<file path="src/adc_seq_cfg.svh">
`ifndef ADC_SEQ_CFG_SVH
`define ADC_SEQ_CFG_SVH

// register byte offsets
`define ADC_REG_CTRL      8'h00
`define ADC_REG_SAMPLE    8'h04
`define ADC_REG_CONVERT   8'h08
`define ADC_REG_READY_DLY 8'h0C
`define ADC_REG_SPACING   8'h10
`define ADC_REG_STATUS    8'h14
`define ADC_REG_CODE      8'h18

// control field positions
`define ADC_CTRL_EDGE_BIT 0
`define ADC_CTRL_FMT_LSB  1
`define ADC_CTRL_FMT_MSB  2
// status field positions
`define ADC_STAT_READY_BIT   0
`define ADC_STAT_SAMPLE_BIT  1
`define ADC_STAT_IGNORED_BIT 2
`define ADC_STAT_PEND_LSB    8

// clock and timing, times in ns
`define ADC_CLK_NS        40
`define ADC_SAMPLE_NS     200
`define ADC_CONVERT_NS    1000
`define ADC_READY_DLY_NS  80
`define ADC_SPACING_NS    400
// least times round up to whole cycles
`define ADC_SAMPLE_CYC    ((`ADC_SAMPLE_NS + `ADC_CLK_NS - 1) / `ADC_CLK_NS)
`define ADC_CONVERT_CYC   ((`ADC_CONVERT_NS + `ADC_CLK_NS - 1) / `ADC_CLK_NS)
`define ADC_READY_DLY_CYC ((`ADC_READY_DLY_NS + `ADC_CLK_NS - 1) / `ADC_CLK_NS)
`define ADC_SPACING_CYC   ((`ADC_SPACING_NS + `ADC_CLK_NS - 1) / `ADC_CLK_NS)

// structure sizes
`define ADC_SLOTS         4
`define ADC_CNT_W         16
`define ADC_OUT_W_DEF     12

`endif

</file>
<file path="src/adc_seq_pkg.sv">
package adc_seq_pkg;

  typedef enum logic {
    EDGE_RISE = 1'b0,
    EDGE_FALL = 1'b1
  } edge_sel_e;

  typedef enum logic [1:0] {
    FMT_UNSIGNED = 2'b00,
    FMT_TWOS     = 2'b01,
    FMT_OFFSET   = 2'b10
  } code_fmt_e;

  typedef struct packed {
    logic [7:0]  addr;
    logic [31:0] wdata;
    logic        wr;
    logic        rd;
  } reg_req_s;

endpackage

</file>
<file path="src/adc_conversion_sequencer.sv">
`timescale 1ns/1ns
`include "adc_seq_cfg.svh"
// Overview of operation
// - the output code width is a parameter settable from 1 to 32 bits.
// - a conversion starts on the rising or falling trigger edge per the edge select.
// - sampling of the input begins one clock after the accepted trigger edge is detected.
// - sampling ends and the input is captured once the sample interval has elapsed.
// - the output code takes the result the conversion time after sampling begins.
// - data-ready drops when the code changes and rises again after the ready delay.
// - a trigger later than the minimum spacing after the last start overlaps while one of the four slots is free.
// - a trigger within the minimum spacing is ignored and pending work is untouched.
// - the code is unsigned binary, two's complement or offset binary as selected.
// - the edge select has two values, low-to-high and high-to-low.
// - out of reset data-ready takes its configured initial state.
// - the code holds its configured initial value until the first result.
module adc_conversion_sequencer #(
  parameter int                     output_width         = `ADC_OUT_W_DEF,
  parameter logic                   ready_initial_state  = 1'b1,
  parameter logic [31:0]            output_initial_value = 32'h0000_0000
) (
  input  wire logic                     clk_sys,
  input  wire logic                     rst,
  input  wire adc_seq_pkg::reg_req_s    bus_req,
  output logic [31:0]                   bus_rdata,
  input  wire logic                     trig_pin,
  input  wire logic [output_width-1:0]  sample_in,
  output logic                          sampling,
  output logic [output_width-1:0]       code_out,
  output logic                          data_ready
);
  import adc_seq_pkg::*;

  localparam int CW = `ADC_CNT_W;
  localparam int NS = `ADC_SLOTS;
  localparam int IW = $clog2(NS);

  // configuration registers
  edge_sel_e          trigger_edge_select;
  code_fmt_e          signed_format;
  logic [CW-1:0]      sample_cnt;
  logic [CW-1:0]      convert_cnt;
  logic [CW-1:0]      ready_cnt;
  logic [CW-1:0]      spacing_cnt;
  logic               trig_ignored;

  // pin synchronisers
  logic                    trig_meta;
  logic                    trig_sync;
  logic                    trig_prev;
  logic [output_width-1:0] samp_meta;
  logic [output_width-1:0] samp_sync;

  // spacing and data-ready timers
  logic [CW-1:0]      since_start;
  logic [CW-1:0]      ready_timer;

  // per-slot conversion tracking
  logic [NS-1:0]                   slot_busy;
  logic [NS-1:0]                   slot_held;
  logic [CW-1:0]                   slot_age  [NS];
  logic [output_width-1:0]         slot_data [NS];

  logic                    trig_edge;
  logic                    trig_accept;
  logic                    trig_drop;
  logic                    alloc_ok;
  logic [IW-1:0]           alloc_idx;
  logic                    done_ok;
  logic [IW-1:0]           done_idx;
  logic [output_width-1:0] next_code;
  logic                    any_sampling;
  logic [IW:0]             pend_count;

  // two flip-flops before any logic sees the trigger pin or the sample word
  // the sample word crosses bit by bit, so it must hold still around the capture
  // point; a word moving at that edge can mix old and new bits
  always_ff @(posedge clk_sys or posedge rst) begin
    if (rst) begin
      trig_meta <= 1'b0;
      trig_sync <= 1'b0;
      samp_meta <= '0;
      samp_sync <= '0;
    end else begin
      trig_meta <= trig_pin;
      trig_sync <= trig_meta;
      samp_meta <= sample_in;
      samp_sync <= samp_meta;
    end
  end

  // previous level for edge detection, read from the second stage only
  always_ff @(posedge clk_sys or posedge rst) begin
    if (rst) begin
      trig_prev <= 1'b0;
    end else begin
      trig_prev <= trig_sync;
    end
  end

  // edge select picks the transition that starts a conversion
  always_comb begin
    unique case (trigger_edge_select)
      EDGE_RISE: trig_edge = trig_sync & ~trig_prev;
      EDGE_FALL: trig_edge = ~trig_sync & trig_prev;
    endcase
  end

  // lowest free slot takes the next conversion
  always_comb begin
    alloc_ok  = 1'b0;
    alloc_idx = '0;
    for (int i = NS - 1; i >= 0; i--) begin
      if (!slot_busy[i]) begin
        alloc_ok  = 1'b1;
        alloc_idx = IW'(i);
      end
    end
  end

  // a trigger too close to the last start, or with every slot busy, is dropped
  assign trig_accept = trig_edge && (since_start > spacing_cnt) && alloc_ok;
  assign trig_drop   = trig_edge && !trig_accept;

  // cycles since the last accepted start, saturating so an idle block accepts at once
  always_ff @(posedge clk_sys or posedge rst) begin
    if (rst) begin
      since_start <= '1;
    end else if (trig_accept) begin
      since_start <= CW'(1);
    end else if (since_start != '1) begin
      since_start <= since_start + CW'(1);
    end
  end

  // each slot ages on its own, captures at the sample count, retires at convert
  for (genvar s = 0; s < NS; s++) begin : g_slot
    always_ff @(posedge clk_sys or posedge rst) begin
      if (rst) begin
        slot_busy[s] <= 1'b0;
        slot_held[s] <= 1'b0;
        slot_age[s]  <= '0;
        slot_data[s] <= '0;
      end else if (trig_accept && alloc_idx == IW'(s)) begin
        slot_busy[s] <= 1'b1;
        slot_held[s] <= 1'b0;
        slot_age[s]  <= CW'(1);
      end else if (slot_busy[s]) begin
        slot_age[s] <= slot_age[s] + CW'(1);
        if (!slot_held[s] && slot_age[s] >= sample_cnt) begin
          slot_held[s] <= 1'b1;
          slot_data[s] <= samp_sync;
        end
        if (slot_age[s] >= convert_cnt) begin
          slot_busy[s] <= 1'b0;
        end
      end
    end
  end

  // the slot whose age hits the conversion count delivers; ages never tie
  always_comb begin
    done_ok  = 1'b0;
    done_idx = '0;
    for (int i = 0; i < NS; i++) begin
      if (slot_busy[i] && slot_age[i] >= convert_cnt) begin
        done_ok  = 1'b1;
        done_idx = IW'(i);
      end
    end
  end

  // format the finished word; the raw word counts up from the bottom of the range
  always_comb begin
    logic [output_width-1:0] raw;
    raw = slot_data[done_idx];
    // a slot retiring with a sample count above its convert count uses the live input
    if (!slot_held[done_idx]) begin
      raw = samp_sync;
    end
    unique case (signed_format)
      FMT_TWOS: begin
        // only the top bit moves, so a one-bit code stays legal
        next_code                 = raw;
        next_code[output_width-1] = ~raw[output_width-1];
      end
      FMT_OFFSET: next_code = raw;
      default:   next_code = raw;
    endcase
  end

  // output code holds its initial value until the first result lands
  always_ff @(posedge clk_sys or posedge rst) begin
    if (rst) begin
      code_out <= output_initial_value[output_width-1:0];
    end else if (done_ok) begin
      code_out <= next_code;
    end
  end

  // data-ready falls with each new code and returns after the ready delay
  always_ff @(posedge clk_sys or posedge rst) begin
    if (rst) begin
      data_ready  <= ready_initial_state;
      ready_timer <= '0;
    end else if (done_ok) begin
      data_ready  <= 1'b0;
      ready_timer <= (ready_cnt == '0) ? CW'(1) : ready_cnt;
    end else if (ready_timer != '0) begin
      ready_timer <= ready_timer - CW'(1);
      if (ready_timer == CW'(1)) begin
        data_ready <= 1'b1;
      end
    end
  end

  // sampling is high while any slot is still before its capture point
  always_comb begin
    any_sampling = 1'b0;
    pend_count   = '0;
    for (int i = 0; i < NS; i++) begin
      if (slot_busy[i]) begin
        pend_count = pend_count + (IW + 1)'(1);
      end
      if (slot_busy[i] && !slot_held[i] && slot_age[i] < sample_cnt) begin
        any_sampling = 1'b1;
      end
    end
  end

  // registered so the pin follows the trigger edge by one cycle like the slot
  always_ff @(posedge clk_sys or posedge rst) begin
    if (rst) begin
      sampling <= 1'b0;
    end else begin
      sampling <= trig_accept || (any_sampling && !(done_ok && pend_count == (IW + 1)'(1)))
                  ? 1'b1 : any_sampling;
    end
  end

  // control and timing registers; timings are clock counts
  always_ff @(posedge clk_sys or posedge rst) begin
    if (rst) begin
      trigger_edge_select <= EDGE_RISE;
      signed_format       <= FMT_UNSIGNED;
      sample_cnt          <= CW'(`ADC_SAMPLE_CYC);
      convert_cnt         <= CW'(`ADC_CONVERT_CYC);
      ready_cnt           <= CW'(`ADC_READY_DLY_CYC);
      spacing_cnt         <= CW'(`ADC_SPACING_CYC);
    end else if (bus_req.wr) begin
      unique case (bus_req.addr)
        `ADC_REG_CTRL: begin
          trigger_edge_select <= edge_sel_e'(bus_req.wdata[`ADC_CTRL_EDGE_BIT]);
          signed_format <= code_fmt_e'(bus_req.wdata[`ADC_CTRL_FMT_MSB:`ADC_CTRL_FMT_LSB]);
        end
        `ADC_REG_SAMPLE:    sample_cnt  <= bus_req.wdata[CW-1:0];
        `ADC_REG_CONVERT:   convert_cnt <= bus_req.wdata[CW-1:0];
        `ADC_REG_READY_DLY: ready_cnt   <= bus_req.wdata[CW-1:0];
        `ADC_REG_SPACING:   spacing_cnt <= bus_req.wdata[CW-1:0];
        default: ;
      endcase
    end
  end

  // sticky ignored-trigger flag; write one to clear, a new drop wins over the clear
  always_ff @(posedge clk_sys or posedge rst) begin
    if (rst) begin
      trig_ignored <= 1'b0;
    end else if (trig_drop) begin
      trig_ignored <= 1'b1;
    end else if (bus_req.wr && bus_req.addr == `ADC_REG_STATUS
                 && bus_req.wdata[`ADC_STAT_IGNORED_BIT]) begin
      trig_ignored <= 1'b0;
    end
  end

  // read data stand in the cycle after the strobe only; unmapped reads give zero
  always_ff @(posedge clk_sys or posedge rst) begin
    if (rst) begin
      bus_rdata <= 32'h0000_0000;
    end else if (bus_req.rd) begin
      unique case (bus_req.addr)
        `ADC_REG_CTRL:      bus_rdata <= 32'({signed_format, trigger_edge_select});
        `ADC_REG_SAMPLE:    bus_rdata <= 32'(sample_cnt);
        `ADC_REG_CONVERT:   bus_rdata <= 32'(convert_cnt);
        `ADC_REG_READY_DLY: bus_rdata <= 32'(ready_cnt);
        `ADC_REG_SPACING:   bus_rdata <= 32'(spacing_cnt);
        `ADC_REG_STATUS: begin
          bus_rdata <= 32'h0000_0000;
          bus_rdata[`ADC_STAT_READY_BIT]   <= data_ready;
          bus_rdata[`ADC_STAT_SAMPLE_BIT]  <= sampling;
          bus_rdata[`ADC_STAT_IGNORED_BIT] <= trig_ignored;
          bus_rdata[`ADC_STAT_PEND_LSB +: IW + 1] <= pend_count;
        end
        `ADC_REG_CODE:      bus_rdata <= 32'(code_out);
        default:            bus_rdata <= 32'h0000_0000;
      endcase
    end else begin
      bus_rdata <= 32'h0000_0000;
    end
  end

endmodule

</file>
<file path="config.mk">
export PLATFORM = sky130hd
export DESIGN_NAME = adc_conversion_sequencer
export DESIGN_NICKNAME = d
export VERILOG_FILES = /design/src/adc_seq_pkg.sv /design/src/adc_conversion_sequencer.sv
export VERILOG_INCLUDE_DIRS = /design/src /design/src/src
export SDC_FILE = /design/constraint.sdc
export NUM_CORES = 1
export LEC_CHECK = 0
export ABC_AREA = 0
export ABC_CLOCK_PERIOD_IN_PS = 11380
export BUFFER_PORTS_ARGS = -buffer_cell sky130_fd_sc_hd__buf_4
export CORE_AREA = 2 2 184 222
export CTS_BUF_LIST = sky130_fd_sc_hd__clkbuf_4 sky130_fd_sc_hd__clkbuf_8 sky130_fd_sc_hd__clkbuf_16
export DETAILED_ROUTE_END_ITERATION = 7
export DIE_AREA = 0 0 186 224
export GPL_ROUTABILITY_DRIVEN = 0
export GPL_TIMING_DRIVEN = 0
export PLACE_DENSITY_LB_ADDON = 0.05
export SYNTH_ARGS = -nofsm -noshare
export SYNTH_HDL_FRONTEND = slang
export SYNTH_SLANG_ARGS = --single-unit
</file>
<file path="constraint.sdc">
create_clock -name clk_sys -period 11.38 [get_ports clk_sys]
set_input_delay 0 -clock clk_sys [delete_from_list [all_inputs] [get_ports clk_sys]]
set_output_delay 0 -clock clk_sys [all_outputs]
set_load 0.1 [all_outputs]
</file>
# ---- Word-level counts from Yosys, hierarchy flattened
# Index checks and enable logic that the tools add are counted.
dict set report op_classes {
  add_sub_neg 9
  multipliers 0
  n_div 0
  order_cmp 15
  n_eq_ne 13
  n_shift 0
  mux 76
  bitwise_logic 11
  n_reduce_logical 64
}
# cell n
set ops {}
lappend ops {{2-to-1 mux 16 bit} 13}
lappend ops {{>= comparator 16 bit} 8}
lappend ops {{one-hot mux 16 bit (7 select lines)} 1}
lappend ops {{adder 16 x 1 -> 16 bit (second input constant)} 5}
lappend ops {{< comparator 16 bit} 4}
lappend ops {{2-to-1 mux 12 bit} 4}
lappend ops {{2-to-1 mux 1 bit} 45}
lappend ops {{2-to-1 mux 32 bit} 1}
lappend ops {{logical AND 1 bit} 27}
lappend ops {{binary-select mux 12 bit (select 2 bit)} 1}
lappend ops {{== test 8 x 5 -> 1 bit (second input constant)} 3}
lappend ops {{nonzero test 2 bit} 12}
lappend ops {{AND reduction 2 bit} 10}
lappend ops {{== test 16 x 1 -> 1 bit (second input constant)} 1}
lappend ops {{== test 8 x 4 -> 1 bit (second input constant)} 2}
lappend ops {{greater-than comparator 16 bit} 1}
lappend ops {{logical NOT 16 bit} 1}
lappend ops {{inequality test 16 bit (second input constant)} 1}
lappend ops {{nonzero test 16 bit} 1}
lappend ops {{subtractor 16 x 1 -> 16 bit (second input constant)} 1}
lappend ops {{2-to-1 mux 2 bit} 6}
lappend ops {{AND reduction 3 bit} 4}
lappend ops {{adder 3 x 1 -> 3 bit (second input constant)} 3}
lappend ops {{2-to-1 mux 3 bit} 3}
lappend ops {{other kinds (15)} 30}
dict set report totals {
  reg_bits 293
  latch_bits 0
  ram_bits 0
  mem_bits_ro 0
  elab_cells 222
  memories 0
}

# ---- Longest topological paths before layout
# Gate-level depths: netlist (run 1).
dict set report depth {
  ltp_word 13
  ltp_mapped 13
  depth_no_buf 11
}

# ---- Worst setup path after synthesis (run 1)
# No wires, ideal clock.
dict set report synth_path {
  kind {register -> register}
  start {reg convert_cnt[0]}
  end {reg code_out[0]}
  setup_time_ns 0.126
  t_arrival_ns 2.670
  required_ns 11.254
  path_slack_ns 8.584
  path_stages_with_launch 12
  n_path_buf 2
  path_cell_list {dfstp_2 ha_1 nand2b_1 a2111oi_2 o211ai_1 a21o_1 a21oi_2 o21ai_1 or2_1 buf_6 buf_6 mux2_4}
}
dict set report synth_between {
  elab_chain_len 11
  elab_cells_between_ends 23
  classes_between {4 x order compare; 14 x mux; 1 x bitwise; 4 x reduce/logical}
}
# item line_no
set synth_lines {}
lappend synth_lines {{from (decl)} adc_conversion_sequencer.sv:41} ;# logic [CW-1:0] convert_cnt;
lappend synth_lines {{from (signal assigned)} adc_conversion_sequencer.sv:246} ;# convert_cnt <= CW'(`ADC_CONVERT_CYC);
lappend synth_lines {{from (signal assigned)} adc_conversion_sequencer.sv:256} ;# `ADC_REG_CONVERT: convert_cnt <= bus_req.wdata[CW-1:0];
lappend synth_lines {{>= comparator 16 bit} adc_conversion_sequencer.sv:165} ;# if (slot_busy[i] && slot_age[i] >= convert_cnt) begin
lappend synth_lines {{logical AND 1 bit} adc_conversion_sequencer.sv:165}
lappend synth_lines {{2-to-1 mux 1 bit} adc_conversion_sequencer.sv:165}
lappend synth_lines {{2-to-1 mux 2 bit (2 in a row)} adc_conversion_sequencer.sv:165}
lappend synth_lines {{NOT 2 -> 3 bit (not written as such)} adc_conversion_sequencer.sv:175} ;# raw = slot_data[done_idx];
lappend synth_lines {{binary-select mux 12 bit (select 2 bit)} adc_conversion_sequencer.sv:175}
lappend synth_lines {{2-to-1 mux 12 bit (not written as such) (2 in a row)} adc_conversion_sequencer.sv:175}
lappend synth_lines {{2-to-1 mux 12 bit} adc_conversion_sequencer.sv:177} ;# if (!slot_held[done_idx]) begin
lappend synth_lines {{2-to-1 mux 12 bit} adc_conversion_sequencer.sv:180} ;# unique case (signed_format)
lappend synth_lines {{to (signal assigned)} adc_conversion_sequencer.sv:194} ;# code_out <= output_initial_value[output_width-1:0];
lappend synth_lines {{to (signal assigned)} adc_conversion_sequencer.sv:196} ;# code_out <= next_code;
lappend synth_lines {{to (decl)} adc_conversion_sequencer.sv:28} ;# output logic [output_width-1:0] code_out,
# Parallel ways exist; a longest one is shown, timed or not. The select of a mux whose other input is x is not followed.
# A chain may end at the register's enable or synchronous reset.

# ---- Worst setup path in the final report (run 1)
dict set report layout_path {
  start {reg spacing_cnt[1]}
  end {reg slot_age[7] (netlist name)}
}
dict set report layout_between {
  elab_chain_len 5
  elab_cells_between_ends 6
  classes_between {1 x order compare; 1 x mux; 4 x reduce/logical}
}
# item line_no
set layout_lines {}
lappend layout_lines {{from (decl)} adc_conversion_sequencer.sv:43} ;# logic [CW-1:0] spacing_cnt;
lappend layout_lines {{from (signal assigned)} adc_conversion_sequencer.sv:248} ;# spacing_cnt <= CW'(`ADC_SPACING_CYC);
lappend layout_lines {{from (signal assigned)} adc_conversion_sequencer.sv:258} ;# `ADC_REG_SPACING: spacing_cnt <= bus_req.wdata[CW-1:0];
lappend layout_lines {{greater-than comparator 16 bit *} adc_conversion_sequencer.sv:121} ;# assign trig_accept = trig_edge && (since_start > spacing_cnt) && alloc_ok;
lappend layout_lines {{logical AND 1 bit * (2 in a row)} adc_conversion_sequencer.sv:121}
lappend layout_lines {{logical AND 1 bit *} adc_conversion_sequencer.sv:143} ;# end else if (trig_accept && alloc_idx == IW'(s)) begin
lappend layout_lines {{2-to-1 mux 16 bit / nonzero test 2 bit (equally long branches)} --}
lappend layout_lines {{to (signal, indexed assignment)} adc_conversion_sequencer.sv:148} ;# slot_age[s] <= slot_age[s] + CW'(1);
lappend layout_lines {{to (decl)} adc_conversion_sequencer.sv:60} ;# logic [CW-1:0] slot_age [NS];
# Mark *: on every way between the ends. The rest lies on a longest branch, timed or not.

==> flow_metrics.tcl, run 1 <==
set metrics [dict create \
    cts_sinks 277 \
    grt_max_degree 103 \
    grt.total_usage_pct 22.83 \
    fin_nets 1866 \
    synth_area_mm2 0.01569 \
    multi_input_area_mm2 0.008117 \
    hpwlAfterDp_um 34150 \
    path_clk_slew_ns 0.06 \
    end_kind "register" \
    cts_root_buffer "clkbuf_16" \
    drtIter0Drc 592 \
    worstReg2RegStart "spacing_cnt[1]" \
    leakage_nw 8.782 \
    ys_ff_latch 277 \
    fin_crit_ns 3.612 \
    tritoncts "yes" \
    drive_gt1_share_pct 19.81 \
    synth_area_per_cell_um2 10.46 \
    finalCritPeriodShare_pct 31.74 \
    switching_share_pct 34.90 \
    final_common_cell "dfrtp_1" \
    peakVddDrop_v 0.0001342 \
    arrival_ns 4.03 \
    grt_pass1_vias 12010 \
    rsz0062_at_grt "false" \
    fin_tns_setup_ns 0 \
    max-slew-margin-rel_pct 34.09 \
    pin_count 103 \
    die_h_um 224 \
    reg2reg_slack_ns 7.77 \
    drv_cap 0 \
    ys_seq_area_share_pct 44.37 \
    powerDensity_mw_per_mm2 196.9 \
    firstDrtPassIters 8 \
    final_cell_mix "dfrtp_1 (252), ha_1 (154), nor2_1 (129)" \
    core_area_mm2 0.03954 \
    die_x_um 186 \
    routed_via_density 5.303 \
    tightestPinTransition_ns 0.9802 \
    async_reset_ff_share_pct 100.0 \
    status "complete, no violations" \
    slew_viol_final 0 \
    synthToLayoutAreaGrowth_pct 18.80 \
    worst_path_max_delay_cell "nor3_2" \
    overflow 0 \
    crit_fanout 10 \
    drc 0 \
    crit_path_start_kind "register" \
    wl_um 46500 \
    cts_hold_buf 33 \
    pwr-share-seq_pct 35.7 \
    crit_path_max_incr_delay_ns 0.65 \
    cts.htree.levels 2 \
    synthFlopType "dfrtp_1" \
    min_path_type "in2async" \
    nFillCells 3724 \
    yosysUniqueCellTypes 75 \
    synth_edf_count 0 \
    endpoint "slot_age[7]" \
    fmax_mhz 276.9 \
    power_mw 3.671 \
    rr_worst_depth 12 \
    port_buffers 68 \
    timing.hold.ws_ns 0.1096 \
    intPower_mw 2.390 \
    post_cts_buffers 0 \
    detail_route.wl_per_cell_um 20.98 \
    die-area_mm2 0.04166 \
    path_class "reg2reg" \
    ant_nets 0 \
    crit_path_start "spacing_cnt[1]" \
    dpl.cell_count 2118 \
    cts.path.max_buffers 3 \
    rows 80 \
    instances_no_fill 2216 \
    p_sw_mw 1.281 \
    yosys_warnings 0 \
    initial_core_util_pct 39.69 \
    combPwrFrac_pct 29.7 \
    crit_chain "inv_1, ha_1, nor2b_1, o21a_1, o21ai_1, a21oi_1, o31ai_1, a221oi_2, nand2_1, nor3_2, buf_2, nor2_1" \
    setup_viol 0 \
    clock_power_share_pct 34.6 \
    cts_resized 0 \
    vias 11750 \
    fin_util_pct 47.15 \
    ff_latch_area_mm2 0.006963 \
    skew_ns 0.02427 \
    cts_buffers 35 \
    grt_pass1_wl_um 71280 \
    hold_violations 0 \
    clk-insertion-delay-late_ns 0.54 \
    cp.required_ns 11.79 \
    r2r_end "slot_age[7]" \
    synth_cells 1500 \
    antenna_found_initial 1 \
]
==> layer usage <==
| layer | global-route usage, % | routed length, µm |
|---|---|---|
| met5 | 0 | 0 |
| met4 | 9.728 | 1902 |
| met3 | 3.512 | 2163 |
| met2 | 37.50 | 21920 |
| met1 | 29.80 | 20510 |
==> Yosys cell counts (15+ instances only) <==
master / number / area [µm²]
a21oi_1: 82 / 410.4
inv_1: 93 / 349.1
a222oi_1: 16 / 160.2
xor2_1: 47 / 411.6
nand2_1: 99 / 371.6
dfstp_2: 25 / 656.9
a211oi_1: 15 / 112.6
nand3_1: 33 / 165.2
a21o_1: 23 / 172.7
xnor2_1: 27 / 236.5
nand4_1: 39 / 244.0
mux2i_1: 18 / 180.2
buf_4: 17 / 127.6
dfrtp_1: 252 / 6306
nor3_1: 16 / 80.08
nor2_1: 129 / 484.2
mux2_2: 115 / 1295
o21ai_0: 63 / 315.3
ha_1: 154 / 1927
clkbuf_1: 24 / 90.09
o22ai_1: 23 / 143.9
o21a_1: 17 / 127.6
==> cells by family after synthesis <==
kind of cell / count (synthesis) / share of synthesized area (%)
compound gates: 300 / 12.30
xor+xnor: 74 / 4.130
fa+ha+maj: 154 / 12.28
buf+inv: 151 / 4.258
flops: 277 / 44.37
mux: 145 / 10.50
other cells: 1 / 0.02390
simple gates: 398 / 12.13
==> final cells by class <==
cell class / count / share of cell area, %
multi-input cells: 1087 / 43.54
flip-flops and latches: 277 / 37.35
clock buffers: 46 / 5.410
repair buffers: 103 / 4.806
well taps: 533 / 3.577
inverters: 93 / 1.913
plain buffers: 58 / 1.712
clock inverters: 17 / 1.665
diodes: 2 / 0.02685
==> state kept, by name (all words and copies together), names as in the netlist, 16 cells and up <==
register and count:
since_start 16, spacing_cnt 16, ready_timer 16, slot_age 64, ready_cnt 16, sample_cnt 16, convert_cnt 16, bus_rdata 16
slot_data 48
==> how the worst min path moves through the flow <==
stage,startpoint,to,depth (start not counted)
after floorplan,sample_in[0],samp_meta[0],0
after global routing,sample_in[4],samp_meta[4],2
after CTS,sample_in[7],samp_meta[7],2
after global placement,sample_in[11],samp_meta[11],1
final,rst,ready_timer[1],3
after detailed placement,sample_in[0],samp_meta[0],1
==> power groups by stage <==
stage	sequential, mW	combinational [mW]	clock (mW)
2_1_floorplan	1.44	0.663	0
3_3_place_gp	1.32	1.06	0
3_5_place_dp	1.32	1.08	0
4_1_cts	1.31	1.10	1.30
5_1_grt	1.33	1.20	1.34
6_report	1.31	1.09	1.27
==> critical path: cells and delay by family (launching register included) <==
kind	cells	cell delay, ns
simple gates	4	1.22
flops	1	0.55
buf+inv	2	0.40
compound gates	5	1.01
fa+ha+maj	1	0.28
==> through the flow <==
stage | setup WS (ns) | area (µm²)
final | 7.768 | 18640
after global placement | 0.08420 | 16930
after CTS | 7.759 | 18640
after detailed placement | 7.792 | 16990
after floorplan | 3.784 | 15750
after global routing | 7.576 | 18640
No activity file was read; power rests on OpenSTA's default activity.
==> inputs of run 2 (changes only) <==
--- a/config.mk
+++ b/config.mk
@@ -6,13 +6,13 @@
 export SDC_FILE = /design/constraint.sdc
 export NUM_CORES = 1
 export LEC_CHECK = 0
-export ABC_AREA = 0
-export ABC_CLOCK_PERIOD_IN_PS = 11380
+export ABC_AREA = 1
+export ABC_CLOCK_PERIOD_IN_PS = 3300
 export BUFFER_PORTS_ARGS = -buffer_cell sky130_fd_sc_hd__buf_4
-export CORE_AREA = 2 2 184 222
+export CORE_AREA = 2 2 187 226
 export CTS_BUF_LIST = sky130_fd_sc_hd__clkbuf_4 sky130_fd_sc_hd__clkbuf_8 sky130_fd_sc_hd__clkbuf_16
 export DETAILED_ROUTE_END_ITERATION = 7
-export DIE_AREA = 0 0 186 224
+export DIE_AREA = 0 0 189 228
 export GPL_ROUTABILITY_DRIVEN = 0
 export GPL_TIMING_DRIVEN = 0
 export PLACE_DENSITY_LB_ADDON = 0.05
==> constraint.sdc (replaced) <==
create_clock -name clk_sys -period 3.3 [get_ports clk_sys]
set_input_delay 0 -clock clk_sys [delete_from_list [all_inputs] [get_ports clk_sys]]
set_output_delay 0 -clock clk_sys [all_outputs]
set_load 0.1 [all_outputs]
==> flow_metrics.tcl, run 2 <==
set metrics [dict create \
    status "complete, no violations" \
    fin_crit_ns 3.064 \
    synthToLayoutAreaGrowth_pct 18.34 \
    final_common_cell "nand2_1" \
    synth.top_cell.area_share_pct 39.05 \
    cts_sinks 277 \
    synth_area_leaders "dfrtp_1 (39%), ha_1 (12%), nand2_1 (9.4%)" \
    grt_pass1_vias 13850 \
    largest_register_ffs 64 \
    synth_commonest_cells "nand2_1 (406), inv_1 (280), dfrtp_1 (252)" \
    worst_path_max_delay_cell "dfstp_2" \
    antenna_found_initial 0 \
    core_area_mm2 0.04114 \
    path_clk_slew_ns 0.06 \
    synth_area_mm2 0.01615 \
    firstDrtPassIters 5 \
    drv_cap 0 \
    leakage_nw 9.493 \
    die_h_um 228 \
    detail_route.wl_per_cell_um 19.08 \
    cts_root_buffer "clkbuf_16" \
    ys_seq_area_share_pct 43.12 \
    path_common_cell "nand2_1" \
    fin_tns_setup_ns 0 \
    ant_nets 0 \
    slew_viol_final 0 \
    initial_core_util_pct 39.25 \
    postPlaceCellArea_mm2 0.01756 \
    die_x_um 189 \
    max-slew-margin-rel_pct 41.71 \
    cts.htree.levels 2 \
    vias 13880 \
    yosysUniqueCellTypes 58 \
    synthFlopType "dfrtp_1" \
    power_mw 12.91 \
    grt.total_usage_pct 24.36 \
    hpwlAfterDp_um 38790 \
    pin_count 103 \
    reg_top3 "slot_age: 64 flops, slot_data: 48 flops" \
    final_cell_mix "nand2_1 (406), inv_1 (279), dfrtp_1 (252)" \
    crit_chain "inv_1, ha_1, nand2_1, nor2_1, nor2_1, nand2_1, nand2_2, a21oi_4, nand2_2, nand2_4, nand2_1, nand2_1, nand2_2, inv_2, buf_6, nand4_1, a21oi_1" \
    drtIter0Drc 699 \
    tritoncts "yes" \
    finalCritPeriodShare_pct 92.85 \
    max_flop_register "slot_age" \
    yosysMostFrequentCell "nand2_1" \
    skew_ns 0.03486 \
    cts.path.max_buffers 3 \
    fmax_mhz 326.4 \
    routed_via_density 5.127 \
    drive_gt1_share_pct 11.11 \
    peakVddDrop_v 0.0006011 \
    powerDensity_mw_per_mm2 675.6 \
    cts_buffers 34 \
    async_reset_ff_share_pct 100.0 \
    fin_nets 2349 \
    overflow 0 \
    post_cts_buffers 0 \
    drc 0 \
    cp.required_ns 3.79 \
    diodes 0 \
    setup_viol 0 \
    ys_ff_latch 277 \
    yosys_warnings 0 \
    fin_area_mm2 0.01911 \
    crit_fanout 10 \
    rows 82 \
    arrival_ns 3.55 \
    tightestPinTransition_ns 0.8523 \
    grt_max_degree 41 \
    synth_edf_count 0 \
    path_class "reg2reg" \
    min_path_type "in2reg" \
    port_buffers 70 \
    hold_violations 0 \
    rsz0062_at_grt "false" \
    synth_area_leader_cell "dfrtp_1" \
    synth_area_per_cell_um2 8.180 \
    crit_path_start_kind "register" \
    die-area_mm2 0.04309 \
    wl_um 51650 \
    synth_cells 1974 \
    end_kind "register" \
    crit_path_max_incr_delay_ns 0.53 \
    clk-insertion-delay-late_ns 0.56 \
    grt_pass1_wl_um 79990 \
]
[run 2: kinds of logic after synthesis]
logic type	synth area share, %
other cells	0.02322
flops	43.12
compound gates	13.22
buf+inv	9.019
fa+ha+maj	11.93
xor+xnor	2.061
simple gates	20.63
[run 2: worst paths after layout]
kind / start / to / slack (ns) / cells after the start
max: convert_cnt[3] / code_out[4] / 0.24 / 17
min: bus_req[34] / bus_rdata[9] / 0.08 / 6
max reg2reg: convert_cnt[3] / code_out[4] / 0.24 / 17
min reg2reg: samp_meta[10] / samp_sync[10] / 0.35 / 0
max in group asynchronous: rst / since_start[14] / 1.87 / 6
min in group asynchronous: rst / ready_timer[6] / 0.14 / 3
[run 2: stage by stage]
| step | std cells | utilization [%] | hold slack [ns] | worst slack, ns |
|---|---|---|---|---|
| 6_report | 2707 | 46.45 | 0.07648 | 0.2359 |
| 5_1_grt | 2707 | 46.45 | 0.07853 | 0.05717 |
| 4_1_cts | 2707 | 46.44 | 0.03833 | 0.05795 |
| 3_5_place_dp | 2612 | 42.67 | 0.1103 | 0.07118 |
| 3_3_place_gp | 2605 | 42.33 | 0.1098 | -2.386 |
| 2_1_floorplan | 1989 | - | 0.03143 | -0.3449 |
[run 2: layout make-up]
type	count	area, µm²
clock buffers	49	1031
inverters	297	1119
plain buffers	64	342.8
multi-input cells	1351	7789
well taps	546	683.2
flip-flops and latches	277	6963
clock inverters	10	156.4
fillers	4105	22030
repair buffers	113	1026
[run 2: layer usage]
| metal | up-vias | share of wire [%] | routed length, µm | track usage [%] |
|---|---|---|---|---|
| met5 | - | 0 | 0 | 0 |
| met1 | 6665 | 44 | 22660 | 31.91 |
| li1 | 6828 | - | - | - |
| met4 | 0 | 3.5 | 1813 | 8.447 |
| met3 | 91 | 4.8 | 2461 | 3.938 |
| met2 | 294 | 48 | 24720 | 40.75 |
[run 2: worst max-delay path, delay by kind of cell (launching register included)]
family / cells / cell delay (ns)
adder cells (fa/ha/maj): 1 / 0.38
flip-flops: 1 / 0.53
AO/OA/AOI/OAI: 2 / 0.46
AND/OR/NAND/NOR: 11 / 1.14
buffers and inverters: 3 / 0.46
[run 2: what timing repair did]
action	in CTS	in global routing
setup endpoints to repair	0	11
hold buffers	36	0
hold endpoints to repair	123	0
gates resized for setup	0	3
[run 2: where the power goes]
part	switching [mW]	internal (mW)	total [mW]
Sequential	0.506	4.01	4.52
Clock	1.57	2.42	3.98
Combinational	2.98	1.43	4.41
==> inputs of run 3 (changes only) <==
--- a/config.mk
+++ b/config.mk
@@ -6,13 +6,12 @@
 export SDC_FILE = /design/constraint.sdc
 export NUM_CORES = 1
 export LEC_CHECK = 0
-export ABC_AREA = 1
 export ABC_CLOCK_PERIOD_IN_PS = 3300
 export BUFFER_PORTS_ARGS = -buffer_cell sky130_fd_sc_hd__buf_4
-export CORE_AREA = 2 2 187 226
+export CORE_AREA = 2 2 184 222
 export CTS_BUF_LIST = sky130_fd_sc_hd__clkbuf_4 sky130_fd_sc_hd__clkbuf_8 sky130_fd_sc_hd__clkbuf_16
 export DETAILED_ROUTE_END_ITERATION = 7
-export DIE_AREA = 0 0 189 228
+export DIE_AREA = 0 0 186 224
 export GPL_ROUTABILITY_DRIVEN = 0
 export GPL_TIMING_DRIVEN = 0
 export PLACE_DENSITY_LB_ADDON = 0.05
==> flow_metrics.tcl, run 3 (synthesis results as in run 1) <==
set metrics [dict create \
    status "complete, no violations" \
    fin_crit_ns 3.234 \
    cp.required_ns 3.71 \
    finalCritPeriodShare_pct 98.00 \
    leakage_nw 8.880 \
    vias 11900 \
    final_cell_mix "dfrtp_1 (250), ha_1 (152), nor2_1 (125)" \
    rows 80 \
    fmax_mhz 309.2 \
    grt.total_usage_pct 22.77 \
    die_h_um 224 \
    tritoncts "yes" \
    intPower_mw 7.811 \
    overflow 0 \
    reg_top3 "slot_age: 64 flops, slot_data: 48 flops" \
    instances_no_fill 2239 \
    peakVddDrop_v 0.0005502 \
    crit_chain "clkinvlp_4, buf_4, ha_1, a21oi_1, o21a_1, o211ai_1, a21o_2, a21oi_4, o21ai_1, or2_1, buf_6, buf_8, mux2_4" \
    worst_path_max_delay_cell "dfrtp_1" \
    die_x_um 186 \
    clk-insertion-delay-late_ns 0.54 \
    fin_area_mm2 0.01894 \
    skew_ns 0.02318 \
    core_area_mm2 0.03954 \
    hpwlAfterDp_um 34540 \
    cts_root_buffer "clkbuf_16" \
    drtIter0Drc 731 \
    drive_gt1_share_pct 23.15 \
    end_kind "register" \
    pin_count 103 \
    setup_viol 0 \
    grt_pass1_vias 11840 \
    fin_nets 1893 \
    tightestPinTransition_ns 0.9313 \
    setup_ws_ns 0.06605 \
    crit_fanout 10 \
    power_mw 12.26 \
    hold_violations 0 \
    powerDensity_mw_per_mm2 647.2 \
    slew_viol_final 0 \
    drv_cap 0 \
    grt_pass1_wl_um 71550 \
    antenna_found_initial 0 \
    largest_register_ffs 64 \
    final_common_cell "dfrtp_1" \
    die-area_mm2 0.04166 \
    crit_path_max_incr_delay_ns 0.42 \
    nFillCells 3747 \
    preCtsSetupSlack_ns -0.2959 \
    initial_core_util_pct 39.69 \
    ant_nets 0 \
    cts.htree.levels 2 \
    cts_buffers 34 \
    min_path_type "in2reg" \
    path_clk_slew_ns 0.06 \
    diodes 0 \
    path_class "reg2reg" \
    max_flop_register "slot_age" \
    drc 0 \
    arrival_ns 3.65 \
    routed_via_density 5.315 \
    crit_path_start_kind "register" \
    cts.path.max_buffers 3 \
    multi_input_area_mm2 0.008287 \
    ff_latch_area_mm2 0.006965 \
    grt_max_degree 42 \
    critical_path.top_delay_family "compound AO/OA/AOI/OAI gates" \
    path_buf_inv 4 \
    p_sw_mw 4.449 \
    combPwrFrac_pct 32.3 \
    clock_power_share_pct 30.8 \
    dpl.cell_count 2123 \
    postPlaceCellArea_mm2 0.01707 \
    firstDrtPassIters 5 \
    synthToLayoutAreaGrowth_pct 20.73 \
    max-slew-margin-rel_pct 37.38 \
    detail_route.wl_per_cell_um 20.91 \
    cts_sinks 277 \
    port_buffers 68 \
    timing.hold.ws_ns 0.03947 \
    pwr-share-seq_pct 36.9 \
    switching_share_pct 36.29 \
    wl_um 46820 \
]
## run 3: layout make-up
class | instances | area share [%]
Multi-Input combinational cell | 1087 | 43.74
Buffer | 58 | 1.829
Inverter | 93 | 2.001
Clock inverter | 10 | 0.5548
Clock buffer | 50 | 5.350
Tap cell | 533 | 3.520
Sequential cell | 277 | 36.77
Timing Repair Buffer | 131 | 6.235
## run 3: through the flow
stage | util (%) | setup TNS (ns)
2_1_floorplan | - | -86.92
3_3_place_gp | 42.82 | -606.95
6_report | 47.91 | 0
3_5_place_dp | 43.17 | -12.89
5_1_grt | 47.91 | -0.2311
4_1_cts | 47.04 | 0
## run 3: worst paths after layout
check / cells after the start / end / slack, ns / startpoint
worst max-delay path: 13 / ready_timer[10] / 0.07 / convert_cnt[11]
worst min-delay path: 4 / signed_format[0] / 0.04 / bus_req[37]
worst max register to register: 13 / ready_timer[10] / 0.07 / convert_cnt[11]
worst min register to register: 0 / samp_sync[3] / 0.35 / samp_meta[3]
max in group asynchronous: 6 / slot_age[14] / 2.04 / rst
min in group asynchronous: 3 / ready_timer[2] / 0.14 / rst
## run 3: layer usage
layer	up-vias	routed length, µm	global-route usage [%]
met3	62	1802	2.731
met2	228	22550	38.01
met1	5871	21210	30.95
met4	0	1253	6.629
li1	5739	-	-
met5	-	0	0
## run 3: tightest hold or removal path, stage by stage
cell and delay [ns]:
buf_4 0.12, nor2_2 0.08, nand3b_1 0.16, mux2_2 0.17
## run 3: power groups by stage
stage	Sequential (mW)	Combinational (mW)	Clock, mW
after CTS	4.51	3.81	3.88
after detailed placement	4.56	3.74	0
after global placement	4.56	3.67	0
after floorplan	4.95	2.29	0
after global routing	4.58	4.34	4.01
final	4.52	3.97	3.77
## run 3: timing repair
item,CTS,global route
gates resized for setup,14,56
pin swaps,2,11
endpoints found under the hold margin,111,0
gates cloned,0,1
buffers inserted,6,17
hold buffers,32,0
setup endpoints to repair,86,114
